## src/hdl/bat_pkg.sv

```systemverilog
// package: constants and types for the block address translation unit
package bat_pkg;
  localparam logic [31:0] OFS_CONFIG = 32'h0000_0000;
  localparam logic [31:0] OFS_MODE = 32'h0000_0004;
  localparam logic [31:0] OFS_STATUS = 32'h0000_0008;
  localparam logic [31:0] OFS_MASK = 32'h0000_000C;
  localparam logic [31:0] OFS_LAST_PA = 32'h0000_0010;
  localparam logic [31:0] OFS_LAST_ERR_VA = 32'h0000_0014;
  localparam logic [31:0] CONFIG_RESET = 32'h0000_0002;
  localparam logic [31:0] CONFIG_WMASK = 32'h7E00_0007;
  localparam int UPPER_ATTR_LSB = 28;
  localparam int USER_ATTR_LSB = 25;
  localparam int KERN_ATTR_LSB = 0;
  localparam int ATTR_W = 3;
  localparam int ERR_LEVEL_BIT = 2;
  localparam logic [2:0] ATTR_UNCACHED_A = 3'h2;
  localparam logic [2:0] ATTR_UNCACHED_B = 3'h7;
  localparam logic [2:0] SEG_CACHED_KERN = 3'h4;
  localparam logic [2:0] SEG_UNCACHED_KERN = 3'h5;
  localparam logic [2:0] SEG_LOW_MASKED = 3'h0;
  localparam logic [31:0] DBG_WIN_LO = 32'hFF20_0000;
  localparam logic [31:0] DBG_WIN_HI = 32'hFF3F_FFFF;
  localparam logic [1:0] HTRANS_NONSEQ = 2'h2;
  localparam int EV_FETCH = 0;
  localparam int EV_LOAD = 1;
  localparam int EV_STORE = 2;
  localparam int EV_BITS = 3;
  typedef enum logic [1:0] {BAT_USER = 2'h0, BAT_KERNEL = 2'h1, BAT_DEBUG = 2'h3} bat_mode_type;
  typedef enum logic [1:0] {BAT_FETCH = 2'h0, BAT_LOAD = 2'h1, BAT_STORE = 2'h2} bat_kind_type;
endpackage

```

## src/hdl/bat_xlate_if.sv

```systemverilog
// interface: one translation port between top and the lookup slice
`timescale 1ns/100ps
`default_nettype none
interface bat_xlate_if;
  import bat_pkg::*;
  logic [31:0] vaddr;
  logic [1:0] size;
  bat_kind_type kind;
  logic [31:0] paddr;
  logic uncached;
  logic addr_err;
  logic to_probe;
  modport req (output vaddr, output size, output kind, input paddr, input uncached,
    input addr_err, input to_probe);
  modport xl (input vaddr, input size, input kind, output paddr, output uncached,
    output addr_err, output to_probe);
endinterface
`default_nettype wire

```

## src/hdl/bat_slice.sv

```systemverilog
// module: combinational translation of one access
`timescale 1ns/100ps
`default_nettype none
module bat_slice
(
  bat_xlate_if.xl x,
  input wire logic [31:0] config_word,
  input wire bat_pkg::bat_mode_type mode,
  input wire logic error_level_flag
);
  import bat_pkg::*;
  wire [2:0] seg = x.vaddr[31:29];
  wire in_user_seg = ~x.vaddr[31];
  wire in_unc_kern = seg == SEG_UNCACHED_KERN;
  wire in_cached_kern = seg == SEG_CACHED_KERN;
  wire in_upper = seg[2] & seg[1];
  wire [2:0] user_attr = config_word[USER_ATTR_LSB +: ATTR_W];
  wire [2:0] kern_attr = config_word[KERN_ATTR_LSB +: ATTR_W];
  wire [2:0] upper_attr = config_word[UPPER_ATTR_LSB +: ATTR_W];
  function automatic logic attr_unc(input logic [2:0] a);
    attr_unc = (a == ATTR_UNCACHED_A) || (a == ATTR_UNCACHED_B);
  endfunction
  wire misalign = (x.size == 2'h1) ? x.vaddr[0] :
    (x.size == 2'h2) ? (x.vaddr[1:0] != 2'h0) : 1'b0;
  wire fetch_mis = (x.kind == BAT_FETCH) && (x.vaddr[1:0] != 2'h0);
  wire protect = (mode == BAT_USER) && x.vaddr[31];
  assign x.addr_err = misalign | fetch_mis | protect;
  assign x.uncached = in_user_seg ? (error_level_flag | attr_unc(user_attr)) :
    in_cached_kern ? attr_unc(kern_attr) :
    in_unc_kern ? 1'b1 :
    attr_unc(upper_attr);
  assign x.paddr = (in_cached_kern | in_unc_kern) ? {SEG_LOW_MASKED, x.vaddr[28:0]} : x.vaddr;
  assign x.to_probe = (mode == BAT_DEBUG) && in_upper &&
    (x.vaddr >= DBG_WIN_LO) && (x.vaddr <= DBG_WIN_HI);
endmodule
`default_nettype wire

```

## src/hdl/bat_top.sv

```systemverilog
// module: block address translation with AHB-Lite register access
//
// Added by the designer: the address map and the AHB-Lite slave port.
`timescale 1ns/100ps
`default_nettype none
module bat_top
(
  input wire logic hclk,
  input wire logic hresetn,
  input wire logic hsel,
  input wire logic [31:0] haddr,
  input wire logic [1:0] htrans,
  input wire logic hwrite,
  input wire logic [2:0] hsize,
  input wire logic [31:0] hwdata,
  input wire logic hready,
  output logic hreadyout,
  output logic hresp,
  output logic [31:0] hrdata,
  input wire logic i_valid,
  input wire logic [31:0] i_vaddr,
  output logic [31:0] i_paddr,
  output logic i_uncached,
  output logic i_probe,
  output logic i_fetch_err,
  input wire logic d_valid,
  input wire logic d_write,
  input wire logic [1:0] d_size,
  input wire logic [31:0] d_vaddr,
  output logic [31:0] d_paddr,
  output logic d_uncached,
  output logic d_probe,
  output logic d_load_err,
  output logic d_store_err,
  output logic irq
);
  import bat_pkg::*;
  logic [31:0] config_ff;
  logic [31:0] nxt_config;
  bat_mode_type mode_ff;
  logic [31:0] status_reg_ff;
  logic [EV_BITS-1:0] ev_ff;
  logic [EV_BITS-1:0] mask_ff;
  logic [31:0] last_pa_ff;
  logic [31:0] last_err_va_ff;
  logic wr_pend_ff;
  logic [31:0] wr_addr_ff;
  logic [31:0] i_paddr_ff;
  logic i_unc_ff;
  logic i_probe_ff;
  logic i_err_ff;
  logic [31:0] d_paddr_ff;
  logic d_unc_ff;
  logic d_probe_ff;
  logic d_lerr_ff;
  logic d_serr_ff;
  logic irq_ff;
  logic [31:0] hrdata_ff;
  bat_xlate_if ix();
  bat_xlate_if dx();
  wire error_level_flag = status_reg_ff[ERR_LEVEL_BIT];
  // two slices so fetch and data translate in the same cycle
  assign ix.vaddr = i_vaddr;
  assign ix.size = 2'h2;
  assign ix.kind = BAT_FETCH;
  assign dx.vaddr = d_vaddr;
  assign dx.size = d_size;
  assign dx.kind = d_write ? BAT_STORE : BAT_LOAD;
  bat_slice u_islice
  (
    .x(ix),
    .config_word(config_ff),
    .mode(mode_ff),
    .error_level_flag(error_level_flag)
  );
  bat_slice u_dslice
  (
    .x(dx),
    .config_word(config_ff),
    .mode(mode_ff),
    .error_level_flag(error_level_flag)
  );
  wire ahb_take = hsel & hready & htrans[1];
  wire ahb_rd = ahb_take & ~hwrite;
  wire ahb_wr = ahb_take & hwrite;
  wire hit_config = wr_addr_ff[7:0] == OFS_CONFIG[7:0];
  wire hit_mode = wr_addr_ff[7:0] == OFS_MODE[7:0];
  wire hit_status = wr_addr_ff[7:0] == OFS_STATUS[7:0];
  wire hit_mask = wr_addr_ff[7:0] == OFS_MASK[7:0];
  wire wr_config = wr_pend_ff & hit_config;
  wire wr_mode = wr_pend_ff & hit_mode;
  wire wr_status = wr_pend_ff & hit_status;
  wire wr_mask = wr_pend_ff & hit_mask;
  wire [31:0] stat_word = {status_reg_ff[31:EV_BITS+8], ev_ff, status_reg_ff[7:0]};
  wire [EV_BITS-1:0] ev_now = {d_valid & dx.addr_err & d_write,
    d_valid & dx.addr_err & ~d_write, i_valid & ix.addr_err};
  wire [EV_BITS-1:0] ev_clr = wr_status ? hwdata[8 +: EV_BITS] : '0;
  // set beats clear when both land together
  wire [EV_BITS-1:0] nxt_ev = (ev_ff & ~ev_clr) | ev_now;
  wire [31:0] mode_word = {30'h0000_0000, mode_ff};
  wire [31:0] mask_word = {{(32-EV_BITS){1'b0}}, mask_ff};
  wire [7:0] ra = haddr[7:0];
  wire [31:0] rd_mux = (ra == OFS_CONFIG[7:0]) ? config_ff :
    (ra == OFS_MODE[7:0]) ? mode_word :
    (ra == OFS_STATUS[7:0]) ? stat_word :
    (ra == OFS_MASK[7:0]) ? mask_word :
    (ra == OFS_LAST_PA[7:0]) ? last_pa_ff :
    (ra == OFS_LAST_ERR_VA[7:0]) ? last_err_va_ff : 32'h0000_0000;
  wire [31:0] status_nxt_lo = wr_status ? hwdata : status_reg_ff;
  wire bad_mode = hwdata[1:0] == 2'h2;
  always_comb
  begin
    nxt_config = config_ff;
    if (wr_config)
    begin
      nxt_config = (config_ff & ~CONFIG_WMASK) | (hwdata & CONFIG_WMASK);
    end
  end
  always_ff @(posedge hclk or negedge hresetn)
  begin
    if (!hresetn)
    begin
      wr_pend_ff <= 1'b0;
      wr_addr_ff <= 32'h0000_0000;
      hrdata_ff <= 32'h0000_0000;
    end
    else
    begin
      wr_pend_ff <= ahb_wr;
      if (ahb_take)
      begin
        wr_addr_ff <= haddr;
      end
      if (ahb_rd)
      begin
        hrdata_ff <= rd_mux;
      end
    end
  end
  always_ff @(posedge hclk or negedge hresetn)
  begin
    if (!hresetn)
    begin
      config_ff <= CONFIG_RESET;
      mode_ff <= BAT_KERNEL;
      status_reg_ff <= 32'h0000_0000;
      ev_ff <= '0;
      mask_ff <= '0;
    end
    else
    begin
      config_ff <= nxt_config;
      if (wr_mode && !bad_mode)
      begin
        mode_ff <= bat_mode_type'(hwdata[1:0]);
      end
      status_reg_ff <= {status_nxt_lo[31:EV_BITS+8], {EV_BITS{1'b0}}, status_nxt_lo[7:0]};
      ev_ff <= nxt_ev;
      if (wr_mask)
      begin
        mask_ff <= hwdata[EV_BITS-1:0];
      end
    end
  end
  always_ff @(posedge hclk or negedge hresetn)
  begin
    if (!hresetn)
    begin
      last_pa_ff <= 32'h0000_0000;
      last_err_va_ff <= 32'h0000_0000;
      irq_ff <= 1'b0;
    end
    else
    begin
      if (d_valid)
      begin
        last_pa_ff <= dx.paddr;
      end
      if (d_valid && dx.addr_err)
      begin
        last_err_va_ff <= d_vaddr;
      end
      else if (i_valid && ix.addr_err)
      begin
        last_err_va_ff <= i_vaddr;
      end
      irq_ff <= |(nxt_ev & mask_ff);
    end
  end
  // registered results; caches see them one cycle after the request
  always_ff @(posedge hclk or negedge hresetn)
  begin
    if (!hresetn)
    begin
      i_paddr_ff <= 32'h0000_0000;
      i_unc_ff <= 1'b0;
      i_probe_ff <= 1'b0;
      i_err_ff <= 1'b0;
      d_paddr_ff <= 32'h0000_0000;
      d_unc_ff <= 1'b0;
      d_probe_ff <= 1'b0;
      d_lerr_ff <= 1'b0;
      d_serr_ff <= 1'b0;
    end
    else
    begin
      i_paddr_ff <= ix.paddr;
      i_unc_ff <= ix.uncached;
      i_probe_ff <= i_valid & ix.to_probe;
      i_err_ff <= i_valid & ix.addr_err;
      d_paddr_ff <= dx.paddr;
      d_unc_ff <= dx.uncached;
      d_probe_ff <= d_valid & dx.to_probe;
      d_lerr_ff <= d_valid & ~d_write & dx.addr_err;
      d_serr_ff <= d_valid & d_write & dx.addr_err;
    end
  end
  assign hreadyout = 1'b1;
  assign hresp = 1'b0;
  assign hrdata = hrdata_ff;
  assign i_paddr = i_paddr_ff;
  assign i_uncached = i_unc_ff;
  assign i_probe = i_probe_ff;
  assign i_fetch_err = i_err_ff;
  assign d_paddr = d_paddr_ff;
  assign d_uncached = d_unc_ff;
  assign d_probe = d_probe_ff;
  assign d_load_err = d_lerr_ff;
  assign d_store_err = d_serr_ff;
  assign irq = irq_ff;
endmodule
`default_nettype wire

```

## config.mk

```make
export PLATFORM = sky130hd
export DESIGN_NAME = bat_top
export DESIGN_NICKNAME = d
export VERILOG_FILES = /design/src/hdl/bat_pkg.sv /design/src/hdl/bat_xlate_if.sv /design/src/hdl/bat_slice.sv /design/src/hdl/bat_top.sv
export SDC_FILE = /design/constraint.sdc
export NUM_CORES = 1
export LEC_CHECK = 0
export BUFFER_PORTS_ARGS = -buffer_cell sky130_fd_sc_hd__buf_2
export CORE_MARGIN = 2
export CORE_UTILIZATION = 48
export CTS_CLUSTER_DIAMETER = 80
export DETAILED_ROUTE_END_ITERATION = 8
export PLACE_DENSITY = 0.79
export REMOVE_ABC_BUFFERS = 1
export SLEW_MARGIN = 5
export SYNTH_ARGS = -nofsm -noshare
export SYNTH_HDL_FRONTEND = slang
export SYNTH_HIERARCHICAL = 1
export SYNTH_SLANG_ARGS = --single-unit
```

## constraint.sdc

```tcl
create_clock -name hclk -period 2 [get_ports hclk]
set_input_delay 0.4 -clock hclk [delete_from_list [all_inputs] [get_ports hclk]]
set_output_delay 0.4 -clock hclk [all_outputs]
set_load 0.02 [all_outputs]
```

Word-level counts from Yosys, hierarchy flattened
Index checks and enable logic that the tools add are counted.

Bits in registers: 246. Input port bits: 143. Output and inout port bits: 106. Logic and storage cells: 123.

Order comparisons: 4. Eq/ne operators: 22. Muxes and demuxes: 20. Bitwise gates (word level): 33. Reduce and logical (&&, ||, !) cells: 24.

Operator list (number): $mux 32 (10); $ge 32x32->1 const B (2); $le 32x32->1 const B (2); $eq 8x4->1 const B (4); $or 32x31->32 (1); $eq 3x3->1 const B (7); $and 1x1->1 (20); $eq 8x3->1 const B (2); $eq 8x5->1 const B (2); $logic_not 8->1 (2); $logic_and 1x1->1 (12); $eq 3x2->1 const B (3); $mux 1 (8); $and 3x3->3 (2); $eq 2x2->1 const B (3); $or 1x1->1 (6); $reduce_bool 2->1 (3); $logic_not 2->1 (2); $logic_or 1x1->1 (3); $mux 3 (1); $not 3->3 (1); $or 3x3->3 (1); $reduce_or 3->1 (1); $eq 2x1->1 const B (1); 3 further kinds (4).

Longest topological paths before layout
Gate-level depths: netlist of the first run.

Depth in word-level cells: 10. Mapped depth: 8. Mapped depth without buffers: 8.

Cells and area by module
The synthesis of the first run kept the hierarchy.

By module, submodules not included: bat_top (times used 1, cells an instance 664, area an instance 8752.1 µm², seq. area each 5582.9 µm²); bat_slice (times used 2, cells an instance 53, area an instance 367.9 µm², seq. area each 0.0 µm²).

Worst setup path after synthesis of the first run
Ideal clock, no wire load.

Path kind: reg-to-reg. Start: register wr_addr_ff[4]. End: register status_reg_ff[11]. Setup time: 0.125 ns. Arrival: 1.770 ns. Data required time: 1.875 ns. Slack: 0.106 ns. Cell stages (with the launch flop): 6. Buffers on the path: 2. Clock period less this slack: 1.894 ns. Cell sequence: dfrtp_1 -> or4b_4 -> and4bb_1 -> buf_4 -> buf_4 -> mux2_2.

Word-level cells in the longest chain between the ends: 2.

RTL lines: start, declared (RTL line bat_top.sv:47) `logic [31:0] wr_addr_ff;`; start signal, assigned (RTL line bat_top.sv:132) `wr_addr_ff <= haddr;`; $eq 8x4->1 (RTL line bat_top.sv:88) `wire hit_status = wr_addr_ff[7:0] == OFS_STATUS[7:0];`; $and 1x1->1 (RTL line bat_top.sv:92) `wire wr_status = wr_pend_ff & hit_status;`; end signal, assigned (RTL line bat_top.sv:157) `status_reg_ff <= {status_nxt_lo[31:EV_BITS+8], {EV_BITS{1'b0}}, status_nxt_lo[7:0]};`; end, declared (RTL line bat_top.sv:41) `logic [31:0] status_reg_ff;`.

Every way passes these cells. A chain may end at the register's enable or synchronous reset.

Worst setup path after layout of the first run
Start: register wr_addr_ff[4]. End: register status_reg_ff[17].

The elaborated chain is that of the path after synthesis.

==> key figures, run 1 <==
Floorplan
  • Core area: slightly below 20,000 um2
  • Site Rows: about 50
  • Die span in y: 145 um
  • Overall die area: about 21,000 um2
  • Initial Utilization: between 40% and 50%
  • # IOs: 249
  • Die Wd: 145 um

Worst setup path
  • Critical Path RT: 2.38 ns
  • Worst Setup End Kind: flop
  • CP max FO: 17
  • CP startpoint kind: flop
  • Crit Path Category: flop to flop
  • Worst EP arrival: approximately 2.4 ns
  • Reg-to-reg endpoint: status_reg_ff[17]
  • R2R setup slack: 0.03 ns
  • R2R depth: 4
  • Reg-to-Reg Start: wr_addr_ff[4]

Clock tree
  • Clk slew on worst S/H paths: around 0.060 ns
  • TritonCTS clock tree: yes
  • Sink Count: between 200 and 250
  • H-tree levels: 1
  • Clock Path Buffers: 3
  • Worst-Skew Late Latency: around 0.50 ns
  • Root buffer cell: clkbuf_16
  • TritonCTS Buffers: 24

Finish
  • Filler cell count: around 1,600
  • Post-route cell area: roughly 12,000 um2
  • Most common cell after layout, fill and taps aside: dfrtp_1
  • Commonest cells after routing, fill and taps aside: dfrtp_1 (221), buf_2 (217), mux2_2 (82)
  • Area grow syn2layout: 21.7%
  • Final std cells w/o fill: ~1,200
  • Fin nets: approximately 1,100
  • Layout cell share with drive strength beyond 1: about two fifths

Synthesis
  • Post-synth EDFFs: 0
  • Flops & latches, synth: approximately 220
  • Synth Area in XOR/XNOR: 0.554%
  • Simple-Gate Fraction of Synth Area: under 10%
  • Most used flip-flop cell after synthesis: dfrtp_1
  • Syn avg cell area: around 12 um2
  • Synth Warn #: 6
  • Mux share of post-synthesis cell area: approximately 16%
  • Asr flop ratio synth: 100%
  • Yosys cell types: between 50 and 60
  • Post-Synth Adder-Cell Area: 0%
  • Mapped Cells: 770
  • Post-synthesis compound-gate area fraction: a little under a tenth
  • Post-Syn Area: between 9000 and 10,000 um2
  • Register area share after synthesis: between 50% and 60%
  • Main combinational cell family by area after synthesis: multiplexers

Global routing
  • Pin count of the biggest net entering global routing: 63
  • Vias in the first global route: just under 7,000
  • First-pass GRT wire length: 35,500 um
  • Overall Global Routing Usage: 21.9%
  • Antenna violations before repair: 1
  • Congestion Overflow GR: 0

Outcome
  • Outcome: finished clean

STA
  • Worst slew margin: roughly two thirds
  • RSZ-0062 raised after global routing: yes
  • Final cycle utilization of the critical path: a little over nine tenths
  • Slew Limit Fails: 0
  • Maximum operating frequency: roughly 510 MHz
  • Worst Tran Pin Value: 0.502 ns
  • Clk_skew: about 0.012 ns
  • Min Tclk post-route: 1.97 ns
  • Hold WS: roughly 0.023 ns
  • Final setup fails: 0
  • Final hold viol count: 0

Min path
  • Worst Hold Launch: i_vaddr[10]
  • Hold path depth: 1
  • Worst Hold Class: primary input to flop
  • Hold Path Sink: i_paddr[10]

Place
  • Placed Cells: between 1,000 and 1,500
  • Hpwl dp: approximately 16,000 um
  • Dpl cell area: 10,700 um2
  • Final GP Congestion: 0.856
  • Port bufs: around 220

Routing
  • Final wirelength: between 20,000 and 25,000 um
  • Final ANT Viol Nets: 0
  • Iter 0 DRT Violations: 320
  • Routed len/inst: 18.4 um
  • DR DRC count: 0
  • DR vias: approximately 6,600
  • Vias per Instance: about 5.3
  • DRT Pass-1 Iters: 5

Job
  • Max-Cap Viols: 0

Power and ir drop
  • Power per cell area: just over 900 nW/um2
  • Total power: ~0.011 W
  • Max rail drop VDD: roughly 540 uV
  • P_leak: 5.54 nW
[where the power goes]
group / switching (W) / leakage (nW) / internal (W) / total, W
Clock: 0.00167 / 0.376 / 0.00270 / 0.00437
Combinational: 0.000682 / 2.40 / 0.000557 / 0.00124
Sequential: 0.000203 / 2.76 / 0.00488 / 0.00508
Total: 0.00256 / 5.54 / 0.00813 / 0.0107
[worst max-delay path by stage]
| stage | start | slack [ns] | endpoint |
|---|---|---|---|
| after floorplan | haddr[5] | -0.88 | hrdata[31] |
| after global placement | haddr[5] | -0.007 | hrdata[31] |
| after detailed placement | haddr[5] | -0.06 | hrdata[31] |
| after CTS | wr_addr_ff[4] | 0.04 | config_ff[28] |
| after global routing | wr_addr_ff[4] | -0.03 | config_ff[27] |
| final | wr_addr_ff[4] | 0.03 | status_reg_ff[17] |
[cells by family after synthesis]
logic type	Yosys count
DFF	223
muxes	144
and+or+nand+nor	144
AOI/OAI and AO/OA	139
buffers and inverters	112
xor gates and xnor gates	6
other	2
[registers in the layout, summed over array words and instances, names as in the netlist, 2 cells and up]
register / flops
last_pa_ff: 32
d_paddr: 32
mode_ff: 2
status_reg_ff: 29
ev_ff: 3
hrdata: 32
i_paddr: 32
wr_addr_ff: 8
mask_ff: 3
last_err_va_ff: 32
config_ff: 9
[routing by layer]
layer | share of wire [%] | GRT usage, %
met3 | 6.3 | 3.87
met2 | 49 | 38.6
met5 | 0 | 0
met4 | 2.4 | 6.18
met1 | 42 | 27.8
[synthesized netlist by cell type (all sizes together), types with 2 or more instances]
| library cell | count | area share, % |
|---|---|---|
| nand4 | 4 | 0.26 |
| a2bb2oi | 20 | 1.8 |
| nor3b | 3 | 0.24 |
| nand2 | 67 | 2.7 |
| o221a | 2 | 0.24 |
| nor4 | 4 | 0.40 |
| dfstp | 2 | 0.55 |
| mux2 | 82 | 9.7 |
| dfrtp | 221 | 58 |
| inv | 14 | 0.55 |
| nand2b | 5 | 0.33 |
| clkbuf | 23 | 0.94 |
| mux2i | 62 | 6.5 |
| xnor2 | 6 | 0.55 |
| or2 | 2 | 0.13 |
| a22oi | 7 | 0.55 |
| o2111ai | 2 | 0.18 |
| nor2 | 25 | 0.99 |
| buf | 75 | 5.9 |
| or3 | 4 | 0.32 |
| o21ai | 75 | 4.2 |
| nor3 | 5 | 0.26 |
| conb | 2 | 0.079 |
| and2 | 6 | 0.42 |
| nor2b | 3 | 0.20 |
| or4 | 2 | 0.20 |
| a21oi | 17 | 0.90 |
| nand3 | 6 | 0.32 |
| a32o | 3 | 0.32 |
| a211oi | 6 | 0.47 |
| nand3b | 2 | 0.16 |
| a21o | 2 | 0.16 |
[cell type report]
class / count / area, um2 / share of cell area, %
tap: 265 / 332 / 2.87
inverter: 14 / 52.6 / 0.455
clock buffer: 35 / 673 / 5.83
timing repair buffer: 260 / 1540 / 13.3
clock inverter: 5 / 100 / 0.867
multi-input combinational: 441 / 3260 / 28.3
sequential: 223 / 5580 / 48.3
antenna: 1 / 2.50 / 0.0217
[what timing repair did]
action                     4_1_cts  5_1_grt
hold endpoints to repair        54        1
cloned                           1        0
hold buffers                     1        1
buffers inserted                 0        0
setup endpoints to repair        8       10
gates resized for setup          5        4
[worst max-delay path: stages, from the launching register on]
cell	delay [ns]
dfrtp_1	0.38
or4b_4	0.56
and4bb_4	0.39
buf_12	0.18
mux2_2	0.35
[per-stage QoR]
| step | worst slack, ns | utilization (%) | TNS [ns] |
|---|---|---|---|
| after global placement | -0.00728 | 55.2 | -0.0158 |
| after detailed placement | -0.0638 | 55.2 | -0.581 |
| after floorplan | -0.880 | - | -38.45 |
| after CTS | 0.0362 | 59.4 | 0 |
| final | 0.0265 | 59.5 | 0 |
| after global routing | -0.0260 | 59.5 | -0.130 |
Power figures use the tool's default switching activity.
==> run 2: changes to the inputs <==
--- a/config.mk
+++ b/config.mk
@@ -7,10 +7,10 @@
 export LEC_CHECK = 0
 export BUFFER_PORTS_ARGS = -buffer_cell sky130_fd_sc_hd__buf_2
 export CORE_MARGIN = 2
-export CORE_UTILIZATION = 48
+export CORE_UTILIZATION = 53
 export CTS_CLUSTER_DIAMETER = 80
 export DETAILED_ROUTE_END_ITERATION = 8
-export PLACE_DENSITY = 0.79
+export PLACE_DENSITY = 0.82
 export REMOVE_ABC_BUFFERS = 1
 export SLEW_MARGIN = 5
 export SYNTH_ARGS = -nofsm -noshare
==> constraint.sdc (replaced) <==
create_clock -name hclk -period 2.12 [get_ports hclk]
set_input_delay 0.424 -clock hclk [delete_from_list [all_inputs] [get_ports hclk]]
set_output_delay 0.424 -clock hclk [all_outputs]
set_load 0.02 [all_outputs]
==> key figures, run 2 (same netlist as run 1, synthesis figures left out) <==
Finish
  • Area grow syn2layout: 20.3% (was 21.7%)
  • Commonest cells after routing, fill and taps aside: dfrtp_1 (221), buf_2 (217), mux2_2 (82) (unchanged)
  • Fin nets: 1,098 (was 1,107)
  • Most common cell after layout, fill and taps aside: dfrtp_1 (unchanged)
  • Layout cell share with drive strength beyond 1: 40.7% (was 40.8%)
  • Post-layout util: 65.5% (was 59.5%)
  • Filler cell count: 1,348 (was 1,590)

STA
  • Final hold viol count: 0 (unchanged)
  • Slew Limit Fails: 0 (unchanged)
  • Maximum operating frequency: 484 MHz (was 507 MHz)
  • Min Tclk post-route: 2.07 ns (was 1.97 ns)
  • Clk_skew: 0.0144 ns (was 0.0121 ns)
  • Worst slew margin: 59.0% (was 66.1%)
  • Final cycle utilization of the critical path: 97.5% (was 98.7%)
  • Final setup fails: 0 (unchanged)
  • Worst Tran Pin Value: 0.606 ns (was 0.502 ns)

Power and ir drop
  • Max rail drop VDD: 554 uV (was 539 uV)
  • Total power: 0.0102 W (was 0.0107 W)
  • Power per cell area: 890 nW/um2 (was 926 nW/um2)
  • P_leak: 5.51 nW (was 5.54 nW)

Floorplan
  • Core area: 17,400 um2 (was 19,400 um2)
  • Overall die area: 19,000 um2 (was 20,900 um2)
  • Initial Utilization: 54.5% (was 48.9%)
  • Die span in y: 138 um (was 145 um)
  • Site Rows: 48 (was 51)
  • Die Wd: 138 um (was 145 um)
  • # IOs: 249 (unchanged)

Global routing
  • Vias in the first global route: 6,711 (was 6,840)
  • First-pass GRT wire length: 34,800 um (was 35,500 um)
  • Pin count of the biggest net entering global routing: 47 (was 63)
  • Overall Global Routing Usage: 23.8% (was 21.9%)
  • Congestion Overflow GR: 0 (unchanged)
  • Antenna violations before repair: 1 (unchanged)

Worst setup path
  • Worst Setup End Kind: flop (unchanged)
  • R2R setup slack: 0.05 ns (was 0.03 ns)
  • Reg-to-Reg Start: wr_addr_ff[4] (unchanged)
  • Crit Path Category: flop to flop (unchanged)
  • CP startpoint kind: flop (unchanged)
  • Critical Path RT: 2.51 ns (was 2.38 ns)
  • R2R depth: 5 (was 4)
  • CP max FO: 4 (was 17)
  • Worst EP arrival: 2.46 ns (was 2.36 ns)
  • Reg-to-reg endpoint: config_ff[25] (was status_reg_ff[17])

Outcome
  • Outcome: finished clean (unchanged)

Place
  • Hpwl dp: 16,000 um (was 16,400 um)
  • Final GP Congestion: 0.830 (was 0.856)
  • Port bufs: 218 (unchanged)

Min path
  • Worst Hold Launch: i_vaddr[10] (unchanged)
  • Hold Path Sink: i_paddr[10] (unchanged)
  • Hold path depth: 1 (unchanged)
  • Worst Hold Class: primary input to flop (unchanged)

Routing
  • DR vias: 6,567 (was 6,551)
  • Iter 0 DRT Violations: 253 (was 320)
  • Final wirelength: 22,800 um (about the same)
  • Final ANT Viol Nets: 0 (unchanged)
  • Routed len/inst: 19.0 um (was 18.4 um)
  • DRT Pass-1 Iters: 4 (was 5)
  • Vias per Instance: 5.48 (was 5.27)
  • DR DRC count: 0 (unchanged)

Clock tree
  • Clk slew on worst S/H paths: 0.06 ns (about the same)
  • TritonCTS Buffers: 23 (was 24)
  • Sink Count: 223 (unchanged)
  • H-tree levels: 1 (unchanged)
  • Worst-Skew Late Latency: 0.51 ns (was 0.50 ns)
  • Clock Path Buffers: 3 (unchanged)
  • Root buffer cell: clkbuf_16 (unchanged)
  • TritonCTS clock tree: yes (unchanged)

Job
  • Max-Cap Viols: 0 (unchanged)
-- run 2: timing repair --
item / 4_1_cts / 5_1_grt
endpoints found under the setup margin: 0 / 5
resized for setup: 0 / 3
hold buffers: 1 / 0
setup buffers: 0 / 0
hold endpoints to repair: 30 / 0
-- run 2: cell type report --
class	count	area, um2	area share [%]
Multi-Input combinational cell	441	3250	28.5
Timing Repair Buffer	252	1450	12.7
Inverter	14	52.6	0.461
Sequential cell	223	5580	48.9
Clock buffer	31	626	5.48
Clock inverter	11	163	1.43
Antenna cell	1	2.50	0.0219
Tap cell	225	282	2.47
-- run 2: routing by layer --
metal  vias to the layer above  track usage [%]  wire length [um]
met2                       265             41.4             11200
met4                         0             5.95               444
li1                       3006                -                 -
met3                        40             4.53              1710
met5                         -                0                 0
met1                      3256             30.9              9470
-- run 2: worst max-delay path by stage --
stage,startpoint,endpoint,cells after the start
after detailed placement,haddr[5],hrdata[31],5
final,wr_addr_ff[4],config_ff[25],5
after global routing,wr_addr_ff[4],config_ff[25],5
after CTS,wr_addr_ff[4],config_ff[26],5
after floorplan,haddr[5],hrdata[31],4
after global placement,haddr[5],hrdata[31],5
-- run 2: stage by stage --
step                      setup TNS [ns]  hold WS, ns  setup slack, ns  area (um2)  std cells
final                                  0       0.0436           0.0524       11400       1198
after CTS                              0       0.0283           0.0567       11400       1196
after detailed placement               0        0.323          0.00977       10600       1153
after global routing             -0.0824       0.0281          -0.0286       11400       1198
after global placement                 0        0.321           0.0787       10600       1153
after floorplan                   -27.96        0.128           -0.784        8860        678
-- run 2: where the power goes --
| part | switching (W) | internal, W | leakage [nW] | total [W] |
|---|---|---|---|---|
| clock network | 0.00163 | 0.00256 | 0.390 | 0.00420 |
| logic | 0.000648 | 0.000515 | 2.36 | 0.00116 |
| registers | 0.000192 | 0.00460 | 2.76 | 0.00479 |
-- run 2: worst max-delay path: stages, from the launching register on --
cell             delay [ns]
dfrtp_1                0.38
or4b_4                 0.55
nor2b_2                0.17
nor3b_4                0.24
clkdlybuf4s15_2        0.28
mux2_2                 0.34
